File: config.mk
export PLATFORM = sky130hd
export DESIGN_NAME = prspc_ctrl
export DESIGN_NICKNAME = d
export VERILOG_FILES = /design/src/logic/prspc_pkg.sv /design/src/logic/prspc_ctrl.sv
export VERILOG_INCLUDE_DIRS = /design/src /design/src/logic
export SDC_FILE = /design/constraint.sdc
export NUM_CORES = 1
export LEC_CHECK = 0
export BUFFER_PORTS_ARGS = -buffer_cell sky130_fd_sc_hd__buf_2
export CAP_MARGIN = 20
export CORE_MARGIN = 2
export CORE_UTILIZATION = 45
export DETAILED_ROUTE_END_ITERATION = 10
export PLACE_DENSITY = 0.66
export SYNTH_ARGS = -nofsm -noshare
export SYNTH_HDL_FRONTEND = slang
export SYNTH_SLANG_ARGS = --single-unit
File: constraint.sdc
create_clock -name pclk -period 2.63 [get_ports pclk]
set_clock_uncertainty 0.1 [all_clocks]
set_input_delay 0.3945 -clock pclk [delete_from_list [all_inputs] [get_ports pclk]]
set_output_delay 0.3945 -clock pclk [all_outputs]
set_load 0.01 [all_outputs]
File: src/logic/prspc_params.svh
`ifndef PRSPC_PARAMS_SVH
`define PRSPC_PARAMS_SVH
// ----------------------------------------
// Register offsets
// ----------------------------------------
`define PRSPC_CTRL_OFS 12'h000
`define PRSPC_MODE_OFS 12'h004
`define PRSPC_STAT_OFS 12'h008
// ----------------------------------------
// Field positions
// ----------------------------------------
`define PRSPC_CTRL_SWRST_BIT 15
`define PRSPC_CTRL_LOOP_BIT 14
`define PRSPC_MODE_FIBER_BIT 0
`define PRSPC_MODE_SLPOVR_BIT 6
`define PRSPC_MODE_SLPEN_BIT 7
// ----------------------------------------
// Reset values and timing
// ----------------------------------------
`define PRSPC_CTRL_RST 16'h0000
`define PRSPC_CLK_MHZ 200
`define PRSPC_STRETCH_US 258
`define PRSPC_STRETCH_CYC (`PRSPC_STRETCH_US * `PRSPC_CLK_MHZ)
`endif

File: src/logic/prspc_pkg.sv
package prspc_pkg;
  typedef enum logic [1:0] {
    PRSPC_ST_RESET,
    PRSPC_ST_STRETCH,
    PRSPC_ST_RUN
  } prspc_state_t;
endpackage : prspc_pkg
File: src/logic/prspc_ctrl.sv
// The APB interface to the registers and the address map were decided locally.
`timescale 1ns/1ps
// Behaviour
// - At reset sample media strap: high sets fiber mode, low twisted-pair.
// - In fiber mode after reset, the strap pin becomes signal detect.
// - Reset active when hardware reset pin low OR software reset bit set.
// - Internal reset stretched 258 us after the reset source releases.
// - Management address taken from five address pins, bits 4 to 0.
// - Sleep pin enables sleep; software may override it in managed mode.
// - Power-down pin high enters power-down and holds while high.
// - With management on, pins set fiber mode and sleep defaults that software may rewrite; power-down follows its pin, address latches in reset only.
`include "prspc_params.svh"
module prspc_ctrl
  import prspc_pkg::*;
#(
  parameter int STRETCH_CYC = `PRSPC_STRETCH_CYC
) (
  input wire logic pclk,
  input wire logic presetn,
  input wire logic psel,
  input wire logic penable,
  input wire logic pwrite,
  input wire logic [11:0] paddr,
  input wire logic [31:0] pwdata,
  output logic [31:0] prdata,
  output logic pready,
  output logic pslverr,
  input wire logic hw_reset_n,
  input wire logic media_sel_sig_detect,
  input wire logic [4:0] addr_pins,
  input wire logic sleep_in,
  input wire logic power_down_in,
  input wire logic mgmt_disable,
  output logic core_reset,
  output logic fiber_mode,
  output logic signal_detect,
  output logic [4:0] mgmt_addr,
  output logic sleep_mode,
  output logic power_down,
  output logic loopback
);
  // ----------------------------------------
  // Pin synchronisers, three stages
  // ----------------------------------------
  localparam int NPIN = 10;
  logic [NPIN-1:0] pin_raw;
  logic [NPIN-1:0] sync1;
  logic [NPIN-1:0] sync2;
  logic [NPIN-1:0] sync3;
  logic [NPIN-1:0] pin;
  assign pin_raw = {mgmt_disable, power_down_in, sleep_in, addr_pins,
                    media_sel_sig_detect, hw_reset_n};
  always_ff @(posedge pclk or negedge presetn) begin
    if (!presetn) begin
      sync1 <= '0;
      sync2 <= '0;
      sync3 <= '0;
      pin <= '0;
    end else begin
      sync1 <= pin_raw;
      sync2 <= sync1;
      sync3 <= sync2;
      // Accept a change only once two stages agree
      for (int i = 0; i < NPIN; i++) begin
        if (sync2[i] == sync3[i]) begin
          pin[i] <= sync3[i];
        end
      end
    end
  end
  logic hw_rst_pin;
  assign hw_rst_pin = ~pin[0];

  // ----------------------------------------
  // Management lock
  // ----------------------------------------
  // Lock follows the filtered pin, so a glitch cannot open a write window
  logic mgmt_locked;
  assign mgmt_locked = pin[9];

  // ----------------------------------------
  // Registers
  // ----------------------------------------
  logic sw_reset;
  logic sleep_ovr_en;
  logic sleep_ovr_val;
  logic apb_wr;
  logic apb_rd;
  prspc_state_t state;
  logic [31:0] cnt;
  logic rst_src;
  assign apb_wr = psel && penable && pwrite;
  assign apb_rd = psel && penable && !pwrite;
  assign rst_src = hw_rst_pin | sw_reset;

  always_ff @(posedge pclk or negedge presetn) begin
    if (!presetn) begin
      sw_reset <= 1'b0;
      loopback <= 1'b0;
    end else if (state == PRSPC_ST_RESET) begin
      // Self-clearing: the reset it starts clears it
      sw_reset <= 1'b0;
      loopback <= 1'b0;
    end else if (apb_wr && paddr == `PRSPC_CTRL_OFS && !mgmt_locked) begin
      sw_reset <= pwdata[`PRSPC_CTRL_SWRST_BIT];
      loopback <= pwdata[`PRSPC_CTRL_LOOP_BIT];
    end
  end

  // ----------------------------------------
  // Reset sequencer
  // ----------------------------------------
  always_ff @(posedge pclk or negedge presetn) begin
    if (!presetn) begin
      state <= PRSPC_ST_RESET;
      cnt <= '0;
    end else begin
      unique case (state)
        PRSPC_ST_RESET: begin
          cnt <= '0;
          if (!rst_src) begin
            state <= PRSPC_ST_STRETCH;
          end
        end
        PRSPC_ST_STRETCH: begin
          if (rst_src) begin
            state <= PRSPC_ST_RESET;
          end else if (cnt == 32'(STRETCH_CYC - 1)) begin
            state <= PRSPC_ST_RUN;
          end else begin
            cnt <= cnt + 32'h0000_0001;
          end
        end
        PRSPC_ST_RUN: begin
          if (rst_src) begin
            state <= PRSPC_ST_RESET;
          end
        end
        // Spare code: fall back into reset rather than lock up
        default: begin
          state <= PRSPC_ST_RESET;
          cnt <= '0;
        end
      endcase
    end
  end

  // ----------------------------------------
  // Strap capture and mode bits
  // ----------------------------------------
  // Straps are relatched through the whole reset, so the last value wins
  always_ff @(posedge pclk or negedge presetn) begin
    if (!presetn) begin
      fiber_mode <= 1'b0;
      mgmt_addr <= '0;
      sleep_ovr_en <= 1'b0;
      sleep_ovr_val <= 1'b0;
    end else if (state != PRSPC_ST_RUN) begin
      fiber_mode <= pin[1];
      mgmt_addr <= pin[6:2];
      sleep_ovr_en <= 1'b0;
      sleep_ovr_val <= 1'b0;
    end else if (apb_wr && paddr == `PRSPC_MODE_OFS && !mgmt_locked) begin
      fiber_mode <= pwdata[`PRSPC_MODE_FIBER_BIT];
      sleep_ovr_val <= pwdata[`PRSPC_MODE_SLPOVR_BIT];
      sleep_ovr_en <= pwdata[`PRSPC_MODE_SLPEN_BIT];
    end
  end

  // ----------------------------------------
  // Outputs
  // ----------------------------------------
  always_ff @(posedge pclk or negedge presetn) begin
    if (!presetn) begin
      core_reset <= 1'b1;
      signal_detect <= 1'b0;
      sleep_mode <= 1'b0;
      power_down <= 1'b0;
    end else begin
      core_reset <= (state != PRSPC_ST_RUN) | rst_src;
      // Twisted-pair boards hold the pin low, so detect stays off
      signal_detect <= (state == PRSPC_ST_RUN) && fiber_mode && pin[1];
      // Override only counts while software owns the bits
      sleep_mode <= (sleep_ovr_en && !mgmt_locked) ? sleep_ovr_val : pin[7];
      power_down <= pin[8];
    end
  end

  // ----------------------------------------
  // APB slave, zero wait states
  // ----------------------------------------
  always_ff @(posedge pclk or negedge presetn) begin
    if (!presetn) begin
      prdata <= '0;
      pready <= 1'b0;
      pslverr <= 1'b0;
    end else begin
      // Answer is prepared in the setup cycle, so it stands in the access cycle
      pready <= psel && !penable;
      pslverr <= psel && !penable && !(paddr == `PRSPC_CTRL_OFS ||
                 paddr == `PRSPC_MODE_OFS || paddr == `PRSPC_STAT_OFS);
      prdata <= '0;
      if (psel && !penable && !pwrite) begin
        unique case (paddr)
          `PRSPC_CTRL_OFS: prdata <= {16'h0000, sw_reset, loopback, 14'h0000};
          `PRSPC_MODE_OFS: prdata <= {24'h0000_00, sleep_ovr_en, sleep_ovr_val,
                                      5'h00, fiber_mode};
          `PRSPC_STAT_OFS: prdata <= {16'h0000, 4'h0, state == PRSPC_ST_RUN,
                                      power_down, sleep_mode, signal_detect,
                                      3'h0, mgmt_addr};
          default: prdata <= '0;
        endcase
      end
    end
  end
  // Read data is fetched in setup, so the access strobe itself is spare
  logic unused_rd;
  assign unused_rd = apb_rd;
endmodule : prspc_ctrl

==> flow_summary.json <==
{
  "leakage_dissipation_uw": 0.00235,
  "clock.fmax_ghz": 0.435,
  "netlist-cell-type-count": 57,
  "power.ir.vdd_worst_mv": 0.326,
  "dr.pass1.iters": 4,
  "globalRouteOverflowTotal": 0,
  "worst_hold_path_type": "input port to flop",
  "clockRootBuffer": "clkbuf_8",
  "synth-main-ff-cell": "dfrtp_1",
  "placed_cells": 601,
  "synth_common_cells": "dfrtp_1 (102), nand2_1 (60), nand3_1 (35)",
  "run_status": "finished clean",
  "power_frac_clock_pct": 32.3,
  "drc": 0,
  "maxSlewHeadroom_pct": 38.7,
  "max-cap-violations": 0,
  "layout_worst_path_cycle_share_pct": 87.4,
  "most_repeated_cell_in_the_gate_level_netlist_after_synthesis": "dfrtp_1",
  "route.detailed.vias_per_inst": 5.51,
  "fillers": 895,
  "count_of_yosys_warnings_during_synthesis": 0,
  "wirelength_um": 9540,
  "floorplan.rows": 36,
  "setup_viol_count_final": 0,
  "sequentialPowerShare_pct": 56.9,
  "first_global_vias": 3336,
  "routed_wire_length_per_instance_um": 15.3,
  "worst_setup_path_start_kind": "flop",
  "coreArea_um2": 9770,
  "worst_ep_required_time_ps": 2810,
  "synth_edf_count": 0,
  "io_count": 104,
  "net_sw_power_uw": 880,
  "swShare_pct": 29.2,
  "synth-seq-cells": 103,
  "grt_start_max_net_pins": 46,
  "place_area_um2": 4880,
  "final_layout_size_suffix_gt1_share_pct": 18.6,
  "synth-seq-area-share_pct": 57.1,
  "htree_levels": 3,
  "layout-area-overhead-vs-synth_pct": 13.3,
  "num-nets-final": 544,
  "setup_repair_after_global_routing_missed_its_margin": "false",
  "clock_sink_count": 103,
  "combinationalPowerShare_pct": 10.8,
  "tritoncts.num_buffers": 9,
  "worst_slew_pin_slew_ps": 920,
  "track_usage_pct": 18.5,
  "fin_setup_tns_ps": 0,
  "buffer_ports.inserted": 57,
  "final.min_clock_period_ps": 2300,
  "synth.top_cell.area_share_pct": 56.5,
  "cp_data_arrival_time_ps": 2470,
  "timing_hold_violations_final": 0,
  "die_y_um": 104,
  "power-per-cell-area_nw_per_um2": 589,
  "cts-resized-gates": 0,
  "grt_first_pass_wirelength_um": 16100,
  "die-width_um": 104,
  "cts_tree": "done",
  "setup.worst_path.start": "cnt[0]$_DFFE_PN0P_",
  "final_design_area_no_fill_um2": 5120,
  "grt_antenna_before_repair": 0,
  "synthTopCellsByArea": "dfrtp_1 (56%), nand2_1 (5.0%), nand3_1 (3.9%)",
  "syn_inst": 425,
  "detail_route.iter0.violations": 230,
  "power_report.internal_total_uw": 2140,
  "regToRegStartpoint": "cnt[0]$_DFFE_PN0P_",
  "synth.cell_area_um2": 4520,
  "insertion_delay_ps": 380,
  "gpl.final_weighted_congestion": 0.893,
  "dieArea_um2": 10900,
  "maxSlewViolCount": 0,
  "dp_hpwl_um": 6450,
  "via_count": 3430,
  "floorplan.initialDensity_pct": 46.2,
  "synth.largest_area_cell": "dfrtp_1",
  "antennaDiodeCount": 0,
  "synthArstFlopShare_pct": 100,
  "origin_of_the_worst_min_delay_path": "addr_pins[4]",
  "worst-setup-path-type": "flop to flop",
  "cts_setup_buffers": 0,
  "clkSlewWorstSetupHoldPaths_ps": 100,
  "cp-end-kind": "flop",
  "synth_area_per_inst_um2": 10.6,
  "final_cell_count_without_fillers": 622,
  "clk_path_buf_depth": 2,
  "worst-path-max-fanout": 12,
  "drtAntennaViolNets": 0,
  "finish.utilization_pct": 52.4
}
-- per-layer routing --
metal	global-route usage, %	vias up	routed length, µm
met1	24.2	1686	4190
met3	3.95	14	525
met5	0	-	0
li1	-	1613	-
met4	6.76	0	145
met2	30.5	117	4680
-- per-stage QoR --
step                      power (µW)  worst slack, ps  hold slack [ps]
after global routing            3150              204             3.58
final                           3020              332             16.5
after CTS                       3030              364             1.30
after floorplan                 1940              666            -1.09
after global placement          2060              434              231
after detailed placement        2070              366              236
-- timing repair --
action,4_1_cts,5_1_grt
hold buffers,1,4
setup endpoints to repair,0,0
hold endpoints to repair,34,4
-- power groups by stage --
stage                     logic, µW  clock network, µW  registers (µW)
after detailed placement        323                  0            1750
after CTS                       326                991            1720
after global routing            365               1060            1730
final                           326                974            1720
after floorplan                 195                  0            1740
after global placement          315                  0            1750
-- path summary, 6_finish.rpt --
| check | end | slack [ps] | cells past startpoint |
|---|---|---|---|
| min in group asynchronous | sync2[1]$_DFF_PN0_ | 440 | 2 |
| worst max register to register | cnt[19]$_DFFE_PN0P_ | 330 | 6 |
| worst min register to register | sync2[3]$_DFF_PN0_ | 260 | 0 |
| worst max-delay path | cnt[19]$_DFFE_PN0P_ | 330 | 6 |
| worst min-delay path | sync1[6]$_DFF_PN0_ | 20 | 1 |
| max in group asynchronous | sync2[8]$_DFF_PN0_ | 1340 | 3 |
-- kinds of logic after synthesis --
kind of cell	Yosys count	synth area share, %
simple gates	200	23.9
flops	103	57.1
compound gates	54	8.53
buf+inv	47	6.01
fa+ha+maj	11	2.49
mux	7	1.58
xor+xnor	2	0.388
other cells	1	0.0830
-- sequential cells by signal (all words and copies together), names as in the netlist --
name and flops:
pslverr 1, signal_detect 1, core_reset 1, sw_reset 1
state 2, sync1 10, mgmt_addr 5, cnt 32
fiber_mode 1, sleep_mode 1, pready 1, prdata 13
pin 10, sleep_ovr_en 1, loopback 1, sleep_ovr_val 1
sync3 10, sync2 10, power_down 1
-- final cells by class --
type	count	area (µm²)	area share, %
tap	133	166	3.25
multi-input combinational	293	1740	34.0
sequential	103	2580	50.4
clock inverter	7	67.6	1.32
inverter	5	18.8	0.367
timing repair buffer	72	425	8.31
clock buffer	9	124	2.42
-- placed cells by master (no fill, tap or decap), types with 11 or more instances in the layout --
master and count:
nor2_1 22, nand3_1 35, nand4_1 11, buf_2 56, conb_1 19, nor4_1 11
nand2_1 60, dfrtp_1 102, o211ai_1 11
-- worst max-delay path: stages (launching register included) --
cell and delay [ps]:
dfrtp_1 460, ha_1 280, and4b_1 240, nand4_1 150, o21a_1 440, nand2_1 200, o41ai_1 330
(Power assumes the default switching activity.)
